### src/adcfmt_pkg.sv
package adcfmt_pkg;
  // ==================================================
  // Timing
  localparam int SAMPLE_PERIOD_NS = 320;
  localparam int SYS_PERIOD_NS    = 40;
  localparam int PHASE_STEPS      = SAMPLE_PERIOD_NS / SYS_PERIOD_NS;
  localparam logic [2:0] PHASE_LAST = 3'(PHASE_STEPS - 1);
  localparam logic [2:0] PHASE_HALF = 3'(PHASE_STEPS / 2);
  localparam logic [2:0] PHASE_ZERO = 3'h0;

  // ==================================================
  // Register bus map (index, byte address is four times the index)
  localparam int ADDR_W = 12;
  localparam logic [9:0] IDX_PHASE  = 10'h002;
  localparam logic [9:0] IDX_MODE   = 10'h003;
  localparam logic [9:0] IDX_FORMAT = 10'h004;
  localparam logic [9:0] IDX_STATUS = 10'h005;

  // ==================================================
  // Output modes and drive table (units of 50 uA)
  localparam logic [1:0] MODE_FULL     = 2'h0;
  localparam logic [1:0] MODE_DDR_CMOS = 2'h1;
  localparam logic [1:0] MODE_DDR_LVDS = 2'h2;
  localparam logic [2:0] DRIVE_DEFAULT = 3'h4;
  localparam logic [7:0] DRIVE_TABLE [8] = '{8'h23, 8'h2a, 8'h32, 8'h3c, 8'h46, 8'h50, 8'h5a, 8'h46};

  // ==================================================
  // Codes
  localparam int RAW_W = 18;
  localparam logic signed [17:0] RAW_MAX  = 18'sh07fff;
  localparam logic signed [17:0] RAW_MIN  = 18'sh38000;
  localparam logic [15:0]        MSB_MASK = 16'h8000;
  localparam logic [15:0]        CODE_HI  = 16'h7fff;
  localparam logic [15:0]        CODE_LO  = 16'h8000;

  // ==================================================
  // Register layouts and carriers
  typedef struct packed {
    logic [3:0] rsvd;
    logic       invert;
    logic [1:0] shift;
    logic       stab;
  } adcfmt_phase_type;

  typedef struct packed {
    logic [1:0] rsvd;
    logic       term;
    logic [2:0] cur;
    logic [1:0] mode;
  } adcfmt_mode_type;

  typedef struct packed {
    logic [5:0] rsvd;
    logic       rnd;
    logic       twos;
  } adcfmt_format_type;

  typedef struct packed {
    logic [2:0] rsvd;
    logic       par;
    logic       flag2;
    logic       flag1;
    logic [1:0] mode;
  } adcfmt_status_type;

  typedef struct packed {
    logic [15:0] code;
    logic        flag;
  } adcfmt_word_type;

  typedef struct packed {
    logic       par;
    logic [1:0] mode;
    logic [1:0] shift;
    logic       invert;
    logic       stab;
    logic       twos;
    logic       rnd;
    logic [2:0] cur;
    logic       term;
  } adcfmt_cfg_type;

  localparam adcfmt_phase_type  PHASE_RESET  = '0;
  localparam adcfmt_mode_type   MODE_RESET   = '{rsvd: 2'h0, term: 1'b0, cur: DRIVE_DEFAULT, mode: MODE_FULL};
  localparam adcfmt_format_type FORMAT_RESET = '0;
endpackage

### src/adcfmt_core.sv
// How it works
// - Three output modes; serial registers or mode pin choose; pins cannot pick DDR CMOS
// - Full-rate CMOS drives sixteen bits per channel and one flag per channel
// - DDR CMOS muxes bit pairs 0/1..14/15 onto eight lanes per channel
// - DDR LVDS uses eight lanes per channel, one shared flag, one clock pair
// - Both DDR modes share one overflow output between the channels
// - Shared flag shows channel 2 while clock low, channel 1 while high
// - Overflow flag set out of range and delayed with its data word
// - LVDS drive defaults to 3.5 mA, seven selectable levels
// - Internal termination enable doubles the selected drive current
// - Full-rate data changes with clock falling edge; receiver latches on rising
// - DDR data changes on both clock edges
// - Clock shift of 0/45/90/135 degrees, only with the stabilizer on
// - Independent clock inversion, giving 0 to 315 degree shifts
// - Offset binary by default, two's complement when selected
// - Zero gives midscale; offset binary flips MSB; clamp with flag
// - Randomizer XORs LSB into the other fifteen bits only
module adcfmt_core
  import adcfmt_pkg::*;
(
  input  wire logic                    clk_sys,
  input  wire logic                    sys_rst,
  input  wire logic                    clk_en,
  input  wire logic                    psel,
  input  wire logic                    penable,
  input  wire logic                    pwrite,
  input  wire logic [ADDR_W-1:0]       paddr,
  input  wire logic [31:0]             pwdata,
  output logic      [31:0]             prdata,
  output logic                         pready,
  output logic                         pslverr,
  input  wire logic                    encode_clk_in,
  input  wire logic                    config_method_select,
  input  wire logic                    mode_select_pin,
  input  wire logic                    stabilizer_pin,
  input  wire logic signed [RAW_W-1:0] chan1_raw,
  input  wire logic signed [RAW_W-1:0] chan2_raw,
  output logic      [15:0]             chan1_data_bit,
  output logic      [15:0]             chan2_data_bit,
  output logic      [7:0]              chan1_bitpair_lane,
  output logic      [7:0]              chan2_bitpair_lane,
  output logic                         chan1_range_flag_out,
  output logic                         chan2_range_flag_out,
  output logic                         shared_range_flag_out,
  output logic                         forwarded_clock_true,
  output logic                         forwarded_clock_comp,
  output logic                         lvds_enable,
  output logic      [7:0]              lvds_drive_current,
  output logic                         lvds_term_enable
);

  // ==================================================
  // Helpers
  function automatic logic [9:0] reg_index(input logic [ADDR_W-1:0] a);
    reg_index = a[ADDR_W-1:2];
  endfunction

  function automatic logic is_mapped(input logic [ADDR_W-1:0] a);
    logic [9:0] i;
    i = reg_index(a);
    is_mapped = (i == IDX_PHASE) || (i == IDX_MODE) || (i == IDX_FORMAT) || (i == IDX_STATUS);
  endfunction

  // Clamp, format and randomize one sample
  function automatic adcfmt_word_type format_word(input logic signed [RAW_W-1:0] raw,
                                                  input logic twos, input logic rnd);
    adcfmt_word_type w;
    w = '0;
    if (raw > RAW_MAX) begin
      w.code = CODE_HI;
      w.flag = 1'b1;
    end else if (raw < RAW_MIN) begin
      w.code = CODE_LO;
      w.flag = 1'b1;
    end else begin
      w.code = raw[15:0];
    end
    if (!twos) begin
      w.code = w.code ^ MSB_MASK;
    end
    if (rnd) begin
      w.code[15:1] = w.code[15:1] ^ {15{w.code[0]}};
    end
    format_word = w;
  endfunction

  function automatic logic is_ddr(input logic [1:0] m);
    is_ddr = (m == MODE_DDR_CMOS) || (m == MODE_DDR_LVDS);
  endfunction

  // ==================================================
  // Pin synchronisers
  logic [3:0] pin_meta, pin_sync;
  logic       enc_prev, enc_edge;

  always_ff @(posedge clk_sys or posedge sys_rst) begin
    if (sys_rst) begin
      pin_meta <= 4'h0;
      pin_sync <= 4'h0;
      enc_prev <= 1'b0;
    end else if (clk_en) begin
      pin_meta <= {encode_clk_in, config_method_select, mode_select_pin, stabilizer_pin};
      pin_sync <= pin_meta;
      enc_prev <= pin_sync[3];
    end
  end

  assign enc_edge = pin_sync[3] & ~enc_prev;

  // ==================================================
  // Registers
  adcfmt_phase_type  phase_reg, next_phase_reg;
  adcfmt_mode_type   mode_reg, next_mode_reg;
  adcfmt_format_type format_reg, next_format_reg;
  logic [31:0]       next_prdata;
  adcfmt_status_type status;
  adcfmt_cfg_type    eff;
  logic              wr_en;

  assign pready  = psel & penable & clk_en;
  assign pslverr = pready & ~is_mapped(paddr);
  assign wr_en   = pready & pwrite;

  always_comb begin
    next_phase_reg  = phase_reg;
    next_mode_reg   = mode_reg;
    next_format_reg = format_reg;
    next_prdata     = prdata;
    if (wr_en && reg_index(paddr) == IDX_PHASE) begin
      next_phase_reg      = adcfmt_phase_type'(pwdata[7:0]);
      next_phase_reg.rsvd = '0;
    end
    if (wr_en && reg_index(paddr) == IDX_MODE) begin
      next_mode_reg      = adcfmt_mode_type'(pwdata[7:0]);
      next_mode_reg.rsvd = '0;
    end
    if (wr_en && reg_index(paddr) == IDX_FORMAT) begin
      next_format_reg      = adcfmt_format_type'(pwdata[7:0]);
      next_format_reg.rsvd = '0;
    end
    // Read data is fetched in the setup cycle so the access phase needs no wait
    if (psel && !penable) begin
      case (reg_index(paddr))
        IDX_PHASE:  next_prdata = {24'h0, phase_reg};
        IDX_MODE:   next_prdata = {24'h0, mode_reg};
        IDX_FORMAT: next_prdata = {24'h0, format_reg};
        IDX_STATUS: next_prdata = {24'h0, status};
        default:    next_prdata = 32'h0;
      endcase
    end
  end

  always_ff @(posedge clk_sys or posedge sys_rst) begin
    if (sys_rst) begin
      phase_reg  <= PHASE_RESET;
      mode_reg   <= MODE_RESET;
      format_reg <= FORMAT_RESET;
      prdata     <= 32'h0;
    end else if (clk_en) begin
      phase_reg  <= next_phase_reg;
      mode_reg   <= next_mode_reg;
      format_reg <= next_format_reg;
      prdata     <= next_prdata;
    end
  end

  // ==================================================
  // Effective configuration
  always_comb begin
    eff        = '0;
    eff.par    = pin_sync[2];
    if (eff.par) begin
      eff.mode = pin_sync[1] ? MODE_DDR_LVDS : MODE_FULL;
      eff.cur  = DRIVE_DEFAULT;
      eff.stab = pin_sync[0];
    end else begin
      eff.mode   = (mode_reg.mode > MODE_DDR_LVDS) ? MODE_FULL : mode_reg.mode;
      eff.shift  = phase_reg.shift;
      eff.invert = phase_reg.invert;
      eff.stab   = phase_reg.stab;
      eff.twos   = format_reg.twos;
      eff.rnd    = format_reg.rnd;
      eff.cur    = mode_reg.cur;
      eff.term   = mode_reg.term;
    end
  end

  // ==================================================
  // Sample pipeline and output stage
  logic [2:0]      cnt, next_cnt;
  logic [2:0]      shifted;
  adcfmt_word_type w1, w2, next_w1, next_w2;
  logic            base_q, next_base, hi_half;
  logic [15:0]     next_d1, next_d2;
  logic [7:0]      next_l1, next_l2;
  logic            next_f1, next_f2, next_fs, next_ck;
  logic [7:0]      next_cur;

  assign status = '{rsvd: 3'h0, par: eff.par, flag2: w2.flag, flag1: w1.flag, mode: eff.mode};

  always_comb begin
    next_cnt = (cnt == PHASE_LAST) ? cnt : cnt + 3'h1;
    next_w1  = w1;
    next_w2  = w2;
    if (enc_edge) begin
      next_cnt = PHASE_ZERO;
      next_w1  = format_word(chan1_raw, eff.twos, eff.rnd);
      next_w2  = format_word(chan2_raw, eff.twos, eff.rnd);
    end
    // Data timing follows the unshifted phase: data moves as it falls
    hi_half   = (cnt >= PHASE_HALF);
    next_base = hi_half;
    // Shift needs the stabilizer, since only then is the half period even
    shifted   = eff.stab ? 3'(cnt - {1'b0, eff.shift}) : cnt;
    next_ck   = (shifted >= PHASE_HALF) ^ eff.invert;
    next_d1   = 16'h0;
    next_d2   = 16'h0;
    next_l1   = 8'h0;
    next_l2   = 8'h0;
    next_f1   = 1'b0;
    next_f2   = 1'b0;
    next_fs   = 1'b0;
    if (is_ddr(eff.mode)) begin
      for (int i = 0; i < 8; i++) begin
        next_l1[i] = hi_half ? w1.code[2*i+1] : w1.code[2*i];
        next_l2[i] = hi_half ? w2.code[2*i+1] : w2.code[2*i];
      end
      next_fs = hi_half ? w1.flag : w2.flag;
    end else begin
      next_d1 = w1.code;
      next_d2 = w2.code;
      next_f1 = w1.flag;
      next_f2 = w2.flag;
    end
    next_cur = eff.term ? {DRIVE_TABLE[eff.cur][6:0], 1'b0} : DRIVE_TABLE[eff.cur];
  end

  always_ff @(posedge clk_sys or posedge sys_rst) begin
    if (sys_rst) begin
      cnt                   <= PHASE_LAST;
      w1                    <= '0;
      w2                    <= '0;
      base_q                <= 1'b0;
      chan1_data_bit        <= 16'h0;
      chan2_data_bit        <= 16'h0;
      chan1_bitpair_lane    <= 8'h0;
      chan2_bitpair_lane    <= 8'h0;
      chan1_range_flag_out  <= 1'b0;
      chan2_range_flag_out  <= 1'b0;
      shared_range_flag_out <= 1'b0;
      forwarded_clock_true  <= 1'b0;
      forwarded_clock_comp  <= 1'b1;
      lvds_enable           <= 1'b0;
      lvds_drive_current    <= 8'h0;
      lvds_term_enable      <= 1'b0;
    end else if (clk_en) begin
      cnt                   <= next_cnt;
      w1                    <= next_w1;
      w2                    <= next_w2;
      base_q                <= next_base;
      chan1_data_bit        <= next_d1;
      chan2_data_bit        <= next_d2;
      chan1_bitpair_lane    <= next_l1;
      chan2_bitpair_lane    <= next_l2;
      chan1_range_flag_out  <= next_f1;
      chan2_range_flag_out  <= next_f2;
      shared_range_flag_out <= next_fs;
      forwarded_clock_true  <= next_ck;
      forwarded_clock_comp  <= ~next_ck;
      lvds_enable           <= (eff.mode == MODE_DDR_LVDS);
      lvds_drive_current    <= next_cur;
      lvds_term_enable      <= eff.term;
    end
  end
endmodule

### config.mk
export PLATFORM = sky130hd
export DESIGN_NAME = adcfmt_core
export DESIGN_NICKNAME = d
export VERILOG_FILES = /design/src/adcfmt_pkg.sv /design/src/adcfmt_core.sv
export SDC_FILE = /design/constraint.sdc
export NUM_CORES = 1
export LEC_CHECK = 0
export BUFFER_PORTS_ARGS = -buffer_cell sky130_fd_sc_hd__buf_2
export CAP_MARGIN = 5
export CORE_ASPECT_RATIO = 1.2
export CORE_MARGIN = 5
export CORE_UTILIZATION = 56
export DETAILED_ROUTE_END_ITERATION = 16
export HOLD_SLACK_MARGIN = 0.1
export PLACE_DENSITY = 0.86
export SLEW_MARGIN = 20
export SYNTH_ARGS = -nofsm -noshare
export SYNTH_HDL_FRONTEND = slang
export SYNTH_SLANG_ARGS = --single-unit
### constraint.sdc
create_clock -name clk_sys -period 5.8 [get_ports clk_sys]
set_clock_uncertainty 0.1 [all_clocks]
set_input_delay 0.58 -clock clk_sys [delete_from_list [all_inputs] [get_ports clk_sys]]
set_output_delay 0.58 -clock clk_sys [all_outputs]
set_load 0.02 [all_outputs]
Word level (Yosys, flattened, before mapping)
Memories as Yosys holds them, arrays and structs flattened. Index checks and enable logic that the tools add are counted.

Memories kept: 1. Memory bits (read-only): 64. Input port bits: 90. Bits in registers: 153.

Memories: (name not given) (depth 8, bits a word 8, read ports 1, clocked after Yosys merged registers in 0, wr ports 0, line adcfmt_core.sv:235) `next_cur = eff.term ? {DRIVE_TABLE[eff.cur][6:0], 1'b0} : DRIVE_TABLE[eff.cur];`.

Reduce and logical (&&, ||, !) cells: 15. Order comparisons: 8. Bitwise operators: 14. Equality and inequality tests: 8. Add/sub/neg operators: 2. Multiplexer cells: 53.

Operators by type and width (count): 16-bit 2-to-1 mux (8); 17-bit 2-to-1 mux (4); 8-bit 2-to-1 mux (5); 18-bit by 16-bit > comparator with 1-bit output, second input constant (2); 18-bit by 16-bit less-than comparator with 1-bit output, second input constant (2); 15-bit 2-to-1 mux (2); 15-bit bitwise XOR (2); 1-bit 2-to-1 mux (24); 6-bit one-hot mux with 4 select lines (1); 10-bit by 2-bit == test with 1-bit output, second input constant (2); 10-bit by 3-bit == test with 1-bit output, second input constant (2); 3-bit 2-to-1 mux (5); 2-bit AND reduction (6); 2-bit 2-to-1 mux (4); 3-bit >= comparator, second input constant (2); 1-bit AND (5); 1-bit NOT (5); 4-bit >= comparator, second input constant (1); 1-bit logical AND (4); 1-bit logical OR (4); 3-bit NOT with 4-bit output (1); 3-bit by 1-bit adder with 3-bit output, second input constant (1); 3-bit == test, second input constant (1); 3-bit by 2-bit subtractor with 3-bit output (1); 6 further kinds (6).

Logic depth before layout (Yosys ltp)
Depth in word-level cells: 9. Gate-level depth with buffers: 10.

Worst setup path after synthesis
Ideal clock, no wire load.

Path type: input -> output. Start: input port clk_en. End: output port pslverr. Stages: 4. Slack: 3.140 ns. Required time: 5.120 ns. Arrival: 1.980 ns. Cells stage by stage: clkbuf_1 -> clkbuf_1 -> and3_1 -> a21boi_0.

Cells in the longest elaborated chain, start to end: 2.

Ends and longest elaborated chain: start, declared (line adcfmt_core.sv:23) `input wire logic clk_en,`; 1-bit AND (line adcfmt_core.sv:120) `assign pready = psel & penable & clk_en;`; net pready (line adcfmt_core.sv:30) `output logic pready,`; 1-bit AND (line adcfmt_core.sv:121) `assign pslverr = pready & ~is_mapped(paddr);`; end, declared (line adcfmt_core.sv:31) `output logic pslverr,`.

The timed path passes the listed nets, and every way through them passes these cells.

Worst setup path after layout
Start: register pin_sync[2]. End: register chan2_bitpair_lane[2].

Cells in the longest elaborated chain, start to end: 4. Elaborated cells between the ends (all ways): 5. Those cells by class: 2 x eq/ne; 2 x mux; 1 x reduce/logical.

Ends and longest elaborated chain: start, declared (line adcfmt_core.sv:93) `logic [3:0] pin_meta, pin_sync;`; start signal, assigned (line adcfmt_core.sv:103) `pin_sync <= pin_meta;`; 2-bit 2-to-1 mux * (line adcfmt_core.sv:172) `if (eff.par) begin`; 2-bit by 1-bit == test with 1-bit output / 2-bit == test (equally long branches) (line adcfmt_core.sv:88) `is_ddr = (m == MODE_DDR_CMOS) || (m == MODE_DDR_LVDS);`; 1-bit logical OR * (line adcfmt_core.sv:88); 8-bit 2-to-1 mux * (line adcfmt_core.sv:223) `if (is_ddr(eff.mode)) begin`; end signal, assigned (line adcfmt_core.sv:264) `chan2_bitpair_lane <= next_l2;`; end, declared (line adcfmt_core.sv:41) `output logic [7:0] chan2_bitpair_lane,`.

Every way passes the cells marked *; elsewhere a longest branch is shown, timed or not. A chain may end at the register's enable or synchronous reset.

==> implementation parameters <==
Parameter                              Value

Run status
  Result of the run    complete, no violations

Global routing
  Fraction of met3 tracks used by global routing    0.05619
  Pin count of the biggest net entering global routing    73
  GR Layer Usage met2    0.4062
  Global-route wire length before repair    between 20 and 25 mm
  GRT Overall Usage    0.2340
  Vias in the first global route    5092
  Busiest grt layer    met2
  Remaining global-route overflow    0
  Number of antenna violations at the first check in global routing    2
  M1 GR Usage    0.2757

Cells and area
  Highest-count cells in the layout ignoring fill and taps    sky130_fd_sc_hd__buf_2, sky130_fd_sc_hd__dfrtp_1, sky130_fd_sc_hd__o21ai_0
  Final-layout fill cell count    around 800
  Fraction of layout instances using a drive strength above 1    0.2893
  Synth-to-layout area growth    20.56%
  Area of the multi-input gates    ~2600 sq um
  Area of all sequential standard cells    about 3200 sq um
  Commonest non-fill, non-tap cell in the layout    sky130_fd_sc_hd__buf_2
  NumNets Final    844

Routing
  First-pass detailed-route iteration total    5
  Vias/cell    5.676
  Aggregate routed wire length    15.47 mm
  Number of DRC markers after the initial detailed-route iteration    between 200 and 300
  Antenna Violating Nets Remaining    0
  Detail-routed net length per standard cell    17.35 um
  Count of unresolved DRC violations after routing    0
  Routed vias    just over 5000

Critical path
  Largest fanout on the critical path    18
  Peak per-stage delay on the critical path    around 0.73 ns
  Crit-path slowest cell    sky130_fd_sc_hd__nand2b_1
  Type of the worst setup path    flop to flop
  Startpoint type of the worst setup path    flop
  Required time of the critical path    slightly below 6 ns
  Data arrival time of the critical path    ~3.2 ns
  Capturing element type of the critical path    flop
  Crit-path cells    or3b_2 > ha_1 > nand2b_1 > o22ai_1
  Reg2Reg Depth    4

Clock network
  Level count of the clock H-tree    4
  Clock sink count    127
  CTS root buf    sky130_fd_sc_hd__clkbuf_16
  Reg clk slew, reported paths    0.06 ns
  TritonCTS buffer count    17
  Post-CTS resize count    0
  CTS tree    built
  Deepest clock path buffer count    2
  CTS Hold Buffers Added    0
  Clock insertion delay at the later pin of the skew report    roughly 0.41 ns
  Buffer count from post-CTS setup fixing    0

Timing
  Maximum operating frequency    0.3315 GHz
  Crit share post-route    0.5201
  Number of setup violations in the final report    0
  Final setup slack of the worst path    2.783 ns
  Final hold violations    0
  Setup repair after global routing missed its margin    no
  Relative slew slack    0.3315
  Sum of negative setup slack    0 ns
  Transition time at the pin with the least slew margin    between 0.9 and 1 ns
  Max-slew violation total from the final report    0
  Clock period minus worst slack    3.017 ns

Logic synthesis
  Netlist area before placement    just over 6000 sq um
  Number of cells produced by synthesis    approximately 630
  Top flip-flop cell by instance count after synthesis    sky130_fd_sc_hd__dfrtp_1
  Sequential cell area fraction in the yosys report    0.5119
  Yosys warning count    0
  Total of flip-flops plus latches after synthesis    ~130
  Post-synthesis cell type count    around 50
  Number of enable flip-flop cells after synthesis    0
  Fraction of registers with async set/reset    1.000
  Average size of a mapped cell    between 9 and 10 sq um

Power
  Total power divided by cell area    between 400 and 500 nW/um^2
  Max VDD drop    about 240 uV
  Pleak    3.681 nW

Floorplan
  Number of top-level pins    around 190
  Die Wd    approximately 110 um
  # rows    42
  Starting density of the core    0.5664
  Core Region    around 11000 sq um
  Overall die area    between 10000 and 15000 sq um
  Die Span Y    approximately 130 um

Job
  Maximum Capacitance Violations    0

Hold path
  Worst min path class    input pin to asynchronous set/reset pin

Placed design
  Sum of net half-perimeters after detailed placement    ~11 mm
  Number of I/O port buffers    132
  Final weighted congestion of routability-driven global placement    between 0.8 and 0.9
  Dpl ws    about 2.8 ns
==> cell type report <==
cell class                 instances  area share
sequential                       127      0.4246
multi-input combinational        402      0.3422
timing repair buffer             136     0.09243
clock buffer                      21     0.06273
inverter                          60     0.03036
clock inverter                    11     0.02469
tap                              132     0.02202
antenna                            3    0.001001
==> cell families (layout without fill, tap and decap cells) <==
kind of cell | count (synthesis) | in the layout | synth area share
other | 1 | 29 | 0.0006028
xor gates and xnor gates | 7 | 7 | 0.009855
adders and majority gates | 10 | 10 | 0.02011
AOI/OAI and AO/OA | 140 | 140 | 0.1450
muxes | 53 | 53 | 0.09191
and+or+nand+nor | 166 | 166 | 0.1289
buffers and inverters | 125 | 228 | 0.09171
DFF | 127 | 127 | 0.5119
==> synthesized netlist by cell type (2+ instances only) <==
| library cell | instances | area, sq um |
|---|---|---|
| sky130_fd_sc_hd__buf_4 | 26 | 195.2 |
| sky130_fd_sc_hd__o22ai_1 | 20 | 125.1 |
| sky130_fd_sc_hd__nor3_1 | 13 | 65.06 |
| sky130_fd_sc_hd__o2111ai_1 | 2 | 17.52 |
| sky130_fd_sc_hd__a22oi_1 | 15 | 112.6 |
| sky130_fd_sc_hd__o21bai_1 | 2 | 15.01 |
| sky130_fd_sc_hd__nor2b_1 | 8 | 50.05 |
| sky130_fd_sc_hd__ha_1 | 10 | 125.1 |
| sky130_fd_sc_hd__a21boi_0 | 2 | 15.01 |
| sky130_fd_sc_hd__nand3b_1 | 4 | 30.03 |
| sky130_fd_sc_hd__clkbuf_1 | 29 | 108.9 |
| sky130_fd_sc_hd__nor2_1 | 51 | 191.4 |
| sky130_fd_sc_hd__nor3b_1 | 2 | 15.01 |
| sky130_fd_sc_hd__a32oi_1 | 2 | 17.52 |
| sky130_fd_sc_hd__a21oi_1 | 9 | 45.04 |
| sky130_fd_sc_hd__nand2_1 | 45 | 168.9 |
| sky130_fd_sc_hd__o21ba_2 | 2 | 20.02 |
| sky130_fd_sc_hd__mux2_2 | 33 | 371.6 |
| sky130_fd_sc_hd__or2_2 | 3 | 18.77 |
| sky130_fd_sc_hd__dfrtp_1 | 122 | 3053 |
| sky130_fd_sc_hd__a221o_1 | 14 | 140.1 |
| sky130_fd_sc_hd__nand3_1 | 21 | 105.1 |
| sky130_fd_sc_hd__o21ai_0 | 61 | 305.3 |
| sky130_fd_sc_hd__dfstp_2 | 5 | 131.4 |
| sky130_fd_sc_hd__xnor2_1 | 6 | 52.55 |
| sky130_fd_sc_hd__mux2i_1 | 20 | 200.2 |
| sky130_fd_sc_hd__or3b_2 | 3 | 26.28 |
| sky130_fd_sc_hd__nand2b_1 | 5 | 31.28 |
| sky130_fd_sc_hd__buf_1 | 7 | 26.28 |
| sky130_fd_sc_hd__buf_2 | 3 | 15.01 |
| sky130_fd_sc_hd__o211ai_1 | 3 | 22.52 |
| sky130_fd_sc_hd__and3_1 | 3 | 18.77 |
| sky130_fd_sc_hd__inv_1 | 60 | 225.2 |
==> metal layers <==
layer | wire, um | vias to the layer above | share of wire
met5 | 10 | - | 0.00065
met4 | 471 | 2 | 0.030
met3 | 915 | 47 | 0.059
met2 | 8122 | 212 | 0.52
met1 | 5955 | 2451 | 0.38
li1 | - | 2351 | -
==> metrics by stage <==
stage          hold WS [ns]  instances  cell area, sq um  power [W]    util
2_1_floorplan        0.3492        654              6315   0.001714       -
3_3_place_gp         0.3677        857              6830   0.001902  0.6219
3_5_place_dp         0.3748        857              6830   0.001945  0.6219
4_1_cts              0.2873        889              7486   0.003122  0.6816
5_1_grt              0.2969        892              7500   0.003261  0.6828
6_report             0.2526        892              7500   0.003110  0.6828
==> path summary, 6_finish.rpt <==
path                                               from                                 to  slack, ns
worst min-delay path                            sys_rst            pin_meta[2]$_DFFE_PP0P_       0.25
worst max-delay path            pin_sync[2]$_DFFE_PP0P_  chan2_bitpair_lane[2]$_DFFE_PP0P_       2.78
max in group asynchronous                       sys_rst                  w1[3]$_DFFE_PP0P_       4.10
worst min register to register    prdata[5]$_DFFE_PP0P_              prdata[5]$_DFFE_PP0P_       0.39
min in group clk_sys                          pwdata[5]            mode_reg[5]$_DFFE_PP0P_       0.30
worst max register to register  pin_sync[2]$_DFFE_PP0P_  chan2_bitpair_lane[2]$_DFFE_PP0P_       2.78
==> power breakdown <==
part | internal, W | leakage (nW) | total [W] | switching [W]
logic | 0.000272 | 1.73 | 0.000675 | 0.000403
registers | 0.00109 | 1.64 | 0.00126 | 0.000169
clock network | 0.000793 | 0.319 | 0.00117 | 0.000378
==> critical path: cells and delay by family (launching register included) <==
kind | cells | cell delay (ns)
fa+ha+maj | 1 | 0.69
flops | 1 | 0.55
simple gates | 2 | 1.27
compound gates | 1 | 0.23
(Power assumes the default switching activity.)
